## config.mk

```make
export PLATFORM = sky130hd
export DESIGN_NAME = aewc_top
export DESIGN_NICKNAME = d
export VERILOG_FILES = /design/src/rtl/aewc_lane.v /design/src/rtl/aewc_top.v
export VERILOG_INCLUDE_DIRS = /design/src /design/src/rtl
export SDC_FILE = /design/constraint.sdc
export NUM_CORES = 1
export LEC_CHECK = 0
export ABC_CLOCK_PERIOD_IN_PS = 2000
export BUFFER_PORTS_ARGS = -buffer_cell sky130_fd_sc_hd__clkbuf_2
export CAP_MARGIN = 30
export CORE_MARGIN = 5
export CORE_UTILIZATION = 46
export DETAILED_ROUTE_END_ITERATION = 10
export PLACE_DENSITY = 0.74
export SLEW_MARGIN = 20
export SYNTH_ARGS = -nofsm -noshare
export SYNTH_HDL_FRONTEND = slang
export SYNTH_SLANG_ARGS = --single-unit
```

## constraint.sdc

```tcl
create_clock -name CLK_SYS -period 2 [get_ports CLK_SYS]
set_input_delay 0.1 -clock CLK_SYS [delete_from_list [all_inputs] [get_ports CLK_SYS]]
set_output_delay 0.1 -clock CLK_SYS [all_outputs]
set_load 0.02 [all_outputs]
```

## src/rtl/aewc_map.vh

```
// constants for the area endian and width control block
`ifndef AEWC_MAP_VH
`define AEWC_MAP_VH
`define AEWC_NUM_AREAS 7
`define AEWC_AREA_W 3
`define AEWC_BOOT_W 2
`define AEWC_BOOT_MODE0 2'h0
`define AEWC_BE 1'b0
`define AEWC_LE 1'b1
`define AEWC_W16 1'b1
`define AEWC_W8 1'b0
`define AEWC_TYPE_W 2
`define AEWC_TYPE_SRAM 2'h0
`define AEWC_TYPE_SDRAM 2'h1
`define AEWC_TYPE_PCMCIA 2'h2
`define AEWC_TYPE_MPX 2'h3
`define AEWC_SIZE_W 2
`define AEWC_SIZE_BYTE 2'h0
`define AEWC_SIZE_WORD 2'h1
`define AEWC_SIZE_LONG 2'h2
`define AEWC_AREA0 3'h0
`define AEWC_MPX_WIDTH_BIT 31
`define AEWC_LANE_IDLE 16'h0000
`endif

```

## src/rtl/aewc_lane.v

```verilog
// byte-lane steering and strobe decode for one access
`timescale 1ns/1ps
`include "aewc_map.vh"
module aewc_lane (
  input wire little,
  input wire wide,
  input wire [1:0] size,
  input wire [1:0] addr_lo,
  input wire [31:0] wdata,
  output reg [15:0] lane_data,
  output reg we_lower,
  output reg we_upper
);
  // wide bus: byte 0 of a datum sits upper lane when big, lower lane when little
  always @* begin
    lane_data = 16'h0000;
    we_lower = 1'b0;
    we_upper = 1'b0;
    if (!wide) begin
      lane_data = {8'h00, wdata[7:0]};
      we_lower = 1'b1;
    end else if (size == `AEWC_SIZE_BYTE) begin
      lane_data = {wdata[7:0], wdata[7:0]};
      if (addr_lo[0] ^ little)
        we_lower = 1'b1;
      else
        we_upper = 1'b1;
    end else begin
      // long is sent as two halfwords by the caller; data here is one halfword
      if (little)
        lane_data = {wdata[15:8], wdata[7:0]};
      else
        lane_data = wdata[15:0];
      we_lower = 1'b1;
      we_upper = 1'b1;
    end
  end
endmodule // aewc_lane

```

## src/rtl/aewc_top.v

```verilog
// area endianness and bus width control
// Summary of operation
// - after power-on reset every area is big-endian
// - big-endian places the most significant byte at lowest address
// - little-endian places the least significant byte at lowest address
// - on a 16-bit bus byte 0 strobe is upper lane if big, lower lane if little; an 8-bit bus always strobes the lower lane
// - sram interface with byte select runs 8 or 16 bits per area
// - sdram always uses a fixed 16-bit bus
// - card interface width is selectable 8 or 16 bits
// - multiplexed io is fixed width or width chosen by address
// - boot mode 0 locks area 0 to 16-bit big-endian
// - boot mode 0 areas 1 to 6 default 16-bit big, reprogrammable
// - boot modes 1 to 3 all areas default 16-bit big, reprogrammable
// - boot mode 0 enables minimal read pins automatically
`timescale 1ns/1ps
`include "aewc_map.vh"
module aewc_top #(
  parameter NUM_AREAS = `AEWC_NUM_AREAS
) (
  input wire CLK_SYS,
  input wire RESETN,
  input wire CE,
  input wire [1:0] BOOT_MODE,
  input wire CFG_WE,
  input wire [2:0] CFG_AREA,
  input wire CFG_LITTLE,
  input wire CFG_WIDE,
  input wire [1:0] CFG_TYPE,
  input wire CFG_MPX_VAR,
  input wire ACC_VALID,
  input wire [2:0] ACC_AREA,
  input wire [1:0] ACC_SIZE,
  input wire [31:0] ACC_ADDR,
  input wire [31:0] ACC_WDATA,
  input wire ACC_FETCH,
  output wire ACC_BUSY,
  output reg [15:0] DATA_OUT,
  output reg WRITE_STROBE_LOWER_LANE,
  output reg WRITE_STROBE_UPPER_LANE,
  output reg ACC_ERR,
  output reg [NUM_AREAS-1:0] AREA_LITTLE,
  output reg [NUM_AREAS-1:0] AREA_WIDE,
  output reg BOOT_PINS_EN,
  output reg [1:0] BOOT_MODE_HELD
);
  // per-area settings, one bit or field per area
  reg [NUM_AREAS-1:0] little_q;
  reg [NUM_AREAS-1:0] little_d;
  reg [NUM_AREAS-1:0] wide_q;
  reg [NUM_AREAS-1:0] wide_d;
  reg [NUM_AREAS-1:0] mpxvar_q;
  reg [NUM_AREAS-1:0] mpxvar_d;
  reg [`AEWC_TYPE_W*NUM_AREAS-1:0] type_q;
  reg [`AEWC_TYPE_W*NUM_AREAS-1:0] type_d;
  reg [`AEWC_BOOT_W-1:0] mode_q;
  reg [`AEWC_BOOT_W-1:0] mode_d;
  reg mode_taken_q;
  reg mode_taken_d;
  reg busy_q;
  reg busy_d;
  reg [`AEWC_AREA_W-1:0] busy_area_q;
  reg [`AEWC_AREA_W-1:0] busy_area_d;
  reg [15:0] data_out_d;
  reg strobe_lo_d;
  reg strobe_up_d;
  reg err_d;
  reg pins_en_d;
  reg eff_wide;
  wire boot0;
  wire acc_in;
  wire cfg_take;
  wire acc_little;
  wire acc_wide;
  wire acc_mpxvar;
  wire [`AEWC_TYPE_W-1:0] acc_type;
  wire [15:0] lane_data;
  wire we_lo;
  wire we_hi;

  // area 0 is frozen only when the part came up in boot mode 0
  function locked;
    input [`AEWC_AREA_W-1:0] area;
    input b0;
    begin
      locked = b0 && (area == `AEWC_AREA0);
    end
  endfunction

  // select codes past the last area carry no settings of their own
  function area_ok;
    input [`AEWC_AREA_W-1:0] area;
    begin
      area_ok = area < NUM_AREAS;
    end
  endfunction

  assign boot0 = mode_q == `AEWC_BOOT_MODE0;
  assign acc_in = area_ok(ACC_AREA);
  // an unmapped area falls back to power-on defaults instead of going unknown
  assign acc_little = acc_in ? little_q[ACC_AREA] : `AEWC_BE;
  assign acc_wide = acc_in ? wide_q[ACC_AREA] : `AEWC_W16;
  assign acc_mpxvar = acc_in ? mpxvar_q[ACC_AREA] : 1'b0;
  assign acc_type = acc_in ? type_q[`AEWC_TYPE_W*ACC_AREA +: `AEWC_TYPE_W] : `AEWC_TYPE_SRAM;
  assign ACC_BUSY = busy_q;

  // writes to an area in use are dropped so settings never shift mid-access
  assign cfg_take = CFG_WE && mode_taken_q && area_ok(CFG_AREA) &&
    !(busy_q && busy_area_q == CFG_AREA) && !locked(CFG_AREA, boot0);

  // width per memory type
  always @* begin
    case (acc_type)
      `AEWC_TYPE_SDRAM: eff_wide = `AEWC_W16;
      `AEWC_TYPE_MPX: begin
        // a variable area takes its width from one address line per access
        if (acc_mpxvar)
          eff_wide = ACC_ADDR[`AEWC_MPX_WIDTH_BIT];
        else
          eff_wide = acc_wide;
      end
      `AEWC_TYPE_PCMCIA: eff_wide = acc_wide;
      default: eff_wide = acc_wide;
    endcase
  end

  aewc_lane u_lane (
    .little(acc_little),
    .wide(eff_wide),
    .size(ACC_SIZE),
    .addr_lo(ACC_ADDR[1:0]),
    .wdata(ACC_WDATA),
    .lane_data(lane_data),
    .we_lower(we_lo),
    .we_upper(we_hi)
  );

  // settings: strap caught once on the first enabled edge after release
  always @* begin
    mode_d = mode_q;
    mode_taken_d = mode_taken_q;
    little_d = little_q;
    wide_d = wide_q;
    mpxvar_d = mpxvar_q;
    type_d = type_q;
    if (!mode_taken_q) begin
      mode_d = BOOT_MODE;
      mode_taken_d = 1'b1;
    end
    if (cfg_take) begin
      little_d[CFG_AREA] = CFG_LITTLE;
      wide_d[CFG_AREA] = CFG_WIDE;
      mpxvar_d[CFG_AREA] = CFG_MPX_VAR;
      type_d[`AEWC_TYPE_W*CFG_AREA +: `AEWC_TYPE_W] = CFG_TYPE;
    end
  end

  // one access: data, strobes, busy and error idle low between accesses
  always @* begin
    busy_d = ACC_VALID;
    busy_area_d = ACC_AREA;
    data_out_d = `AEWC_LANE_IDLE;
    strobe_lo_d = 1'b0;
    strobe_up_d = 1'b0;
    err_d = 1'b0;
    if (ACC_VALID) begin
      data_out_d = lane_data;
      strobe_lo_d = we_lo;
      strobe_up_d = we_hi;
      // the fetch still goes out; the flag lets the master trap misplaced code
      err_d = ACC_FETCH & acc_little;
    end
    // only the read path is raised by hardware; the rest waits for software
    pins_en_d = mode_taken_q & boot0;
  end

  // single clocked process; reset is synchronous
  always @(posedge CLK_SYS) begin
    if (!RESETN) begin
      // reset lands on the big-endian 16-bit sram defaults of every area
      little_q <= {NUM_AREAS{`AEWC_BE}};
      wide_q <= {NUM_AREAS{`AEWC_W16}};
      mpxvar_q <= {NUM_AREAS{1'b0}};
      type_q <= {NUM_AREAS{`AEWC_TYPE_SRAM}};
      mode_q <= `AEWC_BOOT_MODE0;
      mode_taken_q <= 1'b0;
      busy_q <= 1'b0;
      busy_area_q <= `AEWC_AREA0;
      DATA_OUT <= `AEWC_LANE_IDLE;
      WRITE_STROBE_LOWER_LANE <= 1'b0;
      WRITE_STROBE_UPPER_LANE <= 1'b0;
      ACC_ERR <= 1'b0;
      AREA_LITTLE <= {NUM_AREAS{1'b0}};
      AREA_WIDE <= {NUM_AREAS{1'b0}};
      BOOT_PINS_EN <= 1'b0;
      BOOT_MODE_HELD <= `AEWC_BOOT_MODE0;
    end else if (CE) begin
      // with the enable low every register below keeps its value
      little_q <= little_d;
      wide_q <= wide_d;
      mpxvar_q <= mpxvar_d;
      type_q <= type_d;
      mode_q <= mode_d;
      mode_taken_q <= mode_taken_d;
      busy_q <= busy_d;
      busy_area_q <= busy_area_d;
      DATA_OUT <= data_out_d;
      WRITE_STROBE_LOWER_LANE <= strobe_lo_d;
      WRITE_STROBE_UPPER_LANE <= strobe_up_d;
      ACC_ERR <= err_d;
      // mirrors trail the settings by one cycle
      AREA_LITTLE <= little_q;
      AREA_WIDE <= wide_q;
      BOOT_PINS_EN <= pins_en_d;
      BOOT_MODE_HELD <= mode_q;
    end
  end
endmodule // aewc_top

```

### Yosys cells after proc, flatten, opt, wreduce, memory -nomap -nowiden

Cells that the tools add are included.

| word-level totals | value |
|---|---|
| output and inout port bits | 37 |
| word-level logic and storage cells | 76 |
| register bits after elaboration | 78 |

| cells by class | value |
|---|---|
| equal/unequal tests | 3 |
| add/sub/neg operators | 1 |
| reductions and logical operators | 14 |
| order comparisons | 5 |
| shift-type cells | 3 |
| bitwise logic cells | 4 |
| multiplexer cells | 30 |

Operators with widths:

| cell | number |
|---|---|
| two-way mux 16 bit | 3 |
| negator 4 -> 34 bit | 1 |
| variable shift 2 x 34 -> 14 bit (first input constant) | 1 |
| indexed part select 2 x 34 -> 14 bit | 1 |
| bitwise mux 7 bit | 3 |
| two-way mux 1 bit | 17 |
| bitwise mux 14 bit | 1 |
| indexed part select 14 x 5 -> 2 bit | 1 |
| binary-select mux 1 bit (select 3 bit) | 3 |
| less-than comparator 3 x 4 -> 1 bit (second input constant) | 2 |
| logical AND 1 bit | 7 |
| less-than comparator 3 bit (second input constant) | 2 |
| logical NOT 2 bit | 2 |
| AND reduction 2 bit | 2 |
| demux 1 bit (select 3 bit) | 1 |
| equality test 3 bit | 1 |
| >= comparator 3 x 1 -> 1 bit (second input constant) | 1 |
| logical NOT 3 bit | 1 |
| bitwise AND 1 bit | 2 |
| equality test 2 x 1 -> 1 bit (second input constant) | 1 |
| equality test 2 bit (second input constant) | 1 |
| logical NOT 1 bit | 2 |
| two-way mux 2 bit | 1 |
| case mux 1 bit (2 select lines) | 1 |
| other kinds (2) | 2 |

### Logic depth before layout (Yosys ltp)

Gate-level depths: netlist of run 1.

| depth | value |
|---|---|
| depth in word-level cells | 8 |
| mapped depth | 9 |
| gate-level depth less buffers | 8 |

### Modules after synthesis

From an unflattened synthesis of run 1, not the netlist that was laid out.

| second synthesis, totals | value |
|---|---|
| cells, all modules | 415 |
| area total of the unflattened synthesis | 3813.7 um^2 |

By module, submodules not included:

| module | cells each | area an instance (um^2) | times used |
|---|---|---|---|
| aewc_top | 376 | 3563.4 | 1 |
| aewc_lane | 39 | 250.2 | 1 |

### Least setup slack after synthesis of run 1

No wires, ideal clock.

| timing path | value |
|---|---|
| path type | input -> register |
| from | input port CFG_AREA[0] |
| to | register type_q[0] |
| slack | -0.022 ns |
| data required time | 1.882 ns |
| arrival | 1.904 ns |
| stages on the path | 8 |
| cell sequence | buf_2 > inv_1 > ha_1 > ha_1 > a211oi_4 > nand3_4 > or4b_4 > mux2i_1 |

| between the ends | value |
|---|---|
| cells in the longest elaborated chain, start to end | 6 |
| elaborated cells between the ends (all ways) | 15 |
| classes of those cells | 1 x add/sub; 1 x order compare; 1 x eq/ne; 2 x shift; 1 x mux; 9 x reduce/logical |

RTL lines:

| item | line | RTL |
|---|---|---|
| start, declared | aewc_top.v:25 | `input wire [2:0] CFG_AREA,` |
| parallel branches: the longest is 6 deep, another holds negator 4 -> 34 bit | -- |  |
| end signal, assigned | aewc_top.v:183 | `` type_q <= {NUM_AREAS{`AEWC_TYPE_SRAM}}; `` |
| end signal, assigned | aewc_top.v:201 | `type_q <= type_d;` |
| end, declared | aewc_top.v:53 | `` reg [`AEWC_TYPE_W*NUM_AREAS-1:0] type_q; `` |

Parallel ways; which one is timed is not known.
A chain may end at the register's enable or synchronous reset.

### Worst setup path after layout of run 1

| timing path | value |
|---|---|
| from | register mode_taken_q |
| to | register type_q[0] |

| between the ends | value |
|---|---|
| cells in the longest elaborated chain, start to end | 5 |

RTL lines:

| item | line | RTL |
|---|---|---|
| start, declared | aewc_top.v:57 | `reg mode_taken_q;` |
| start signal, assigned | aewc_top.v:203 | `mode_taken_q <= mode_taken_d;` |
| logical AND 1 bit (3 in series) | aewc_top.v:107 | `assign cfg_take = CFG_WE && mode_taken_q && area_ok(CFG_AREA) &&` |
| logical AND 1 bit | aewc_top.v:108 | `!(busy_q && busy_area_q == CFG_AREA) && !locked(CFG_AREA, boot0);` |
| AND reduction 2 bit (no line) | -- |  |

No other way between the ends.

==> flow_summary.ini, run 1 <==
[outcome]
status = finished clean

[worst_setup_path]
crit_path_cell_trace = nand3_2 > a211oi_4 > nand3_4 > or4b_4 > mux2i_1
required_ns = 2.24
critPathArrivalTime_ns = 2.04
slowest_delay_ns = 0.52
path_max_fanout = 6
crit_type = reg -> reg
worst_setup_path_start_kind = register
setup.worst_path.end_class = register
critPathSlowestCell = or4b_4

[floorplanning]
pin_count = 122
die_x_um = 101
core_area_um2 = 8130
rows = 33
die-area_um2 = 10200
fp.dieH_um = 101
start_util_pct = 46.7

[detailed_routing]
dr.pass1.iters = 4
vias_per_cell = 5.47
ant_nets = 0
drc_errors = 0
drt-total-wl_um = 9010
wl_per_cell_um = 15.7
drt-initial-drc-count = 157
vias = 3137

[sta]
fmax_ghz = 0.554
drv_slew = 0
setup_violations = 0
period_needed_ns = 1.80
worst_pin_slew_ns = 0.596
relSlewSlack_pct = 60.1
rsz0062_at_grt = false
holdWs_ns = 0.0243
finalHoldViolations = 0
period_share_pct = 90.2
tns_ns = 0
fin_skew_ns = 0.00982

[clock_tree]
cts_root_buf = clkbuf_8
cts_setup_buffers = 0
cts_buffers = 9
cts.path.max_buffers = 2
clk_latency_ns = 0.35
cts.sinks = 78
htree_levels = 3
cts_tree = yes
path_clk_slew_ns = 0.09

[placement]
numPortBuffers = 75
gp_congestion = 0.871
dp_hpwl_um = 6700

[pwr]
power.density_nw_per_um2 = 690
leakage_uw = 0.00204
ir_drop_v = 0.000344

[finish]
antennaDiodeCount = 0
layout.nets = 554
layout_commonest_cell = dfxtp_1
fin_util_pct = 55.2
post_route_cells_drive_above_1_share_pct = 25.8
syn2layout_area_growth_pct = 18.2
final_cell_mix = dfxtp_1, clkbuf_2, mux2i_1

[global_routing]
met1_usage_pct = 23.4
grt_pass1_vias = 3010
gr-total-overflow = 0
grt_pass1_wl_um = 14700
top_usage_layer = met2
grt_max_degree = 55
track_usage_pct = 18.1
use_met2_pct = 29.1
antenna_found_initial = 0
use_met3_pct = 4.29

[yosys]
synth_top_area_cell = dfxtp_1
synth_flop_cell = dfxtp_1
yosys-top-cells-area = dfxtp_1, mux2i_1, nor2b_1
synth_area_um2 = 3800
yosysWarnings = 0
synthDistinctLibCells = 52
ys_seq_area_share_pct = 41.1
post_synth.cell_area_avg_um2 = 9.79
netlist.area_leader.share_pct = 41.1
synth_enable_flop_cells = 0
synth_fp_nets = 478
async_flop_share_pct = 0
syn-instance-count = 388
ys_ff_latch = 78

[job]
cap_violations = 0

[hold_path]
min_path_type = in -> reg
-- path summary, 6_finish.rpt --
path	from	to	slack [ns]	depth (start not counted)
worst max-delay path	mode_taken_q	type_q[0]	0.20	5
worst max register to register	mode_taken_q	type_q[0]	0.20	5
worst min-delay path	ACC_WDATA[0]	DATA_OUT[0]	0.02	3
worst min register to register	type_q[0]	type_q[0]	0.47	2
-- metal layers --
| layer | share of wire (%) | wire (um) |
|---|---|---|
| met1 | 45 | 4010 |
| met2 | 47 | 4200 |
| met3 | 7.0 | 629 |
| met4 | 1.8 | 163 |
| met5 | 0 | 0 |
-- area by class of cell --
type	count	area, um2
flip-flops and latches	78	1560
clock inverters	7	57.6
multi-input cells	278	2100
inverters	8	30.0
repair buffers	89	485
fillers	728	3640
clock buffers	9	124
well taps	105	131
-- cells in the mapped netlist, types with 5 or more instances --
library cell / count
dfxtp_1: 78
mux2i_1: 56
nor2b_1: 52
nand2_1: 33
a21oi_1: 18
clkbuf_1: 17
a211oi_1: 15
nor2_1: 12
nand4_1: 11
a22oi_1: 10
a22o_1: 8
inv_1: 8
ha_1: 5
o21ai_0: 5
-- critical path: cells and delay by family, from the launching register on --
kind | cells | cell delay, ns
compound gates | 1 | 0.32
mux | 1 | 0.14
simple gates | 3 | 0.80
flops | 1 | 0.43
-- stage by stage --
step | instance area [um2] | worst slack, ns | cells | power [uW]
3_3_place_gp | 4280 | 0.123 | 556 | 2050
4_1_cts | 4490 | 0.149 | 574 | 3130
6_report | 4490 | 0.195 | 574 | 3100
3_5_place_dp | 4280 | 0.0965 | 556 | 2050
2_1_floorplan | 3800 | 0.00801 | 388 | 1920
5_1_grt | 4490 | 0.0406 | 574 | 3250
-- logic make-up (layout without fill, tap and decap cells) --
logic type                 count (synthesis)  after routing  synth area share [%]
AOI/OAI and AO/OA                         73             73                  14.3
xor gates and xnor gates                   3              3                 0.692
adders and majority gates                  5              5                  1.65
buffers and inverters                     32            113                  3.79
DFF                                       78             78                  41.1
muxes                                     62             62                  17.9
and+or+nand+nor                          135            135                  20.6
-- registers in the layout (all words and copies together) (netlist names), 2 cells and up --
register        flops
AREA_WIDE           7
AREA_LITTLE         7
wide_q              7
little_q            7
busy_area_q         3
DATA_OUT           16
BOOT_MODE_HELD      2
type_q             14
mode_q              2
mpxvar_q            7
-- power by group --
part	switching (uW)	internal, uW
Clock	608	467
Combinational	238	169
Sequential	26.9	1590
-- repair_timing --
item | 4_1_cts | 5_1_grt
hold endpoints to repair | 2 | 0
endpoints found under the setup margin | 0 | 3
resized for setup | 0 | 1
hold buffers | 2 | 0
Note: power is estimated with default switching activity, not from simulation.
==> inputs of run 2 (changes only) <==
- CORE_UTILIZATION: 46 -> 40
- PLACE_DENSITY: 0.74 -> 0.66
- SYNTH_HIERARCHICAL: unset -> 1
==> run 2 against run 1 <==
Global-route usage decreased by 0.73 points. Clock-buffer cell count rose by 2. Utilization shrank 5.9 points. Final area increased by 1.8%. Setup slack worse by 0.091 ns. Sequential share of layout area decreased by 0.57 points. Via count up 7.0%. Final cell count rose by 7.7%.
==> flow_summary.ini, run 2 <==
[outcome]
status = finished clean

[sta]
finalHoldViolations = 0
period_share_pct = 94.8
period_needed_ns = 1.90
rsz0062_at_grt = false
fmax_ghz = 0.527
worst_pin_slew_ns = 0.713
worst_slack_ns = 0.104
fin_skew_ns = 0.00921
drv_slew = 0
holdWs_ns = 0.0158
setup_violations = 0
relSlewSlack_pct = 52.5

[detailed_routing]
vias_per_cell = 5.43
drt-total-wl_um = 10000
ant_nets = 0
drt-initial-drc-count = 222
dr.pass1.iters = 4
vias = 3358
drc_errors = 0
wl_per_cell_um = 16.2

[yosys]
synth_fp_nets = 506
async_flop_share_pct = 0
ys_ff_latch = 78
syn-instance-count = 415
synth_flop_cell = dfxtp_1
post_synth.cell_area_avg_um2 = 9.19
ys_top_cells_by_count = dfxtp_1, nor2_1, mux2i_1, nand2_1, a21oi_1
ys_seq_area_share_pct = 40.9
yosys-top-cells-area = dfxtp_1, mux2i_1, nor2_1
synth_top_area_cell = dfxtp_1
synthDistinctLibCells = 50
synth_enable_flop_cells = 0
synth_area_um2 = 3810
netlist.area_leader.share_pct = 40.9
yosysMostFrequentCell = dfxtp_1
yosysWarnings = 6

[job]
cap_violations = 0

[global_routing]
track_usage_pct = 17.4
antenna_found_initial = 0
grt_pass1_wl_um = 16100
grt_pass1_vias = 3247
grt_max_degree = 37
gr-total-overflow = 0

[placement]
gp_congestion = 0.840
dp_hpwl_um = 7470
pre_cts_slack_ns = -0.149
numPortBuffers = 75

[finish]
post_route_cells_drive_above_1_share_pct = 26.0
top_regs = DATA_OUT: 16 flops, type_q: 14 flops
antennaDiodeCount = 0
syn2layout_area_growth_pct = 19.9
layout.nets = 575
multiInputGateArea_um2 = 2030
largest_reg_flops = 16
final_cell_mix = dfxtp_1, clkbuf_2, nor2_1
top_register = DATA_OUT
layout_commonest_cell = dfxtp_1
fill_cells = 903
ff_latch_area_um2 = 1560

[floorplanning]
pin_count = 122
core_area_um2 = 9280
die_x_um = 108
die-area_um2 = 11600
fp.dieH_um = 108
start_util_pct = 41.1
rows = 35

[clock_tree]
cts_tree = yes
cts.sinks = 78
htree_levels = 3
clk_latency_ns = 0.34
cts_root_buf = clkbuf_8
cts.path.max_buffers = 2
cts_buffers = 9
path_clk_slew_ns = 0.08

[worst_setup_path]
setup.worst_path.end_class = register
worst_setup_path_start_kind = register
path_max_fanout = 8
crit_type = reg -> reg
required_ns = 2.28
critPathArrivalTime_ns = 2.17

[pwr]
ir_drop_v = 0.000440
leakage_uw = 0.00192
power.density_nw_per_um2 = 738

[hold_path]
min_path_type = in -> reg
run 2: cell count changes after synthesis, sizes merged, moves of 8 or more:
cell    previous run  this run
a22oi             10        18
nand4             11        19
a22o               8         0
o21ai              5        14
nor2              12        51
o31ai              0        10
mux2i             56        44
a211oi            17         1
buf                5        26
nor2b             52         5
run 2: timing repair:
action                                 4_1_cts  5_1_grt
hold buffers                                 4        1
cloned                                       0        0
endpoints found under the hold margin        4        1
setup endpoints to repair                    8        7
buffers inserted                             0        1
gates resized for setup                      2        3
pin swaps                                    0        2
run 2: final timing paths:
path | start | slack (ns) | cells after the start | endpoint
max | type_q[4] | 0.10 | 8 | DATA_OUT[15]
min | ACC_WDATA[3] | 0.02 | 3 | DATA_OUT[3]
max reg2reg | type_q[4] | 0.10 | 8 | DATA_OUT[15]
min reg2reg | type_q[13] | 0.46 | 2 | type_q[13]
run 2: logic make-up (layout without fill, tap and decap cells):
group | Yosys count | count (layout) | share of synthesized area (%)
buffers and inverters | 47 | 121 | 6.23
muxes | 49 | 49 | 14.5
DFF | 78 | 78 | 40.9
xor gates and xnor gates | 4 | 4 | 0.919
AOI/OAI and AO/OA | 85 | 85 | 14.8
adders and majority gates | 6 | 6 | 1.97
and+or+nand+nor | 146 | 146 | 20.6
run 2: metal layers:
layer	global-route usage [%]	vias up	wire length, um
met5	0	-	0
met4	4.69	0	87
met3	4.44	8	703
met2	29.0	124	4770
met1	22.2	1586	4460
li1	-	1640	-
run 2: report_power, final:
part / internal, uW / switching, uW / total [uW]
clock: 771 / 564 / 1340
sequential: 1590 / 25.3 / 1620
combinational: 161 / 263 / 424
total: 2520 / 853 / 3380
run 2: layout make-up:
type / count / share of cell area [%]
Clock buffer: 11 / 3.31
Sequential cell: 78 / 34.2
Tap cell: 129 / 3.53
Inverter: 7 / 0.575
Clock inverter: 5 / 1.78
Timing Repair Buffer: 98 / 12.3
Multi-Input combinational cell: 290 / 44.4
run 2: critical path, cell delays in order (launching register included):
cell and delay (ns):
dfxtp_1 0.33, mux4_2 0.48, nand2_1 0.08, o22ai_1 0.08, a221oi_2 0.35, inv_2 0.14, a21oi_1 0.14, a22oi_1 0.09
nor2_1 0.14
run 2: through the flow:
step                      power (uW)  cells  TNS [ns]  instance area (um2)  utilization [%]
after floorplan                 1930    415         0                 3810                -
after global placement          2060    596    -0.316                 4270             46.0
after detailed placement        2070    596    -0.920                 4270             46.0
after CTS                       3410    616         0                 4550             49.0
after global routing            3530    618         0                 4570             49.3
final                           3380    618         0                 4570             49.3
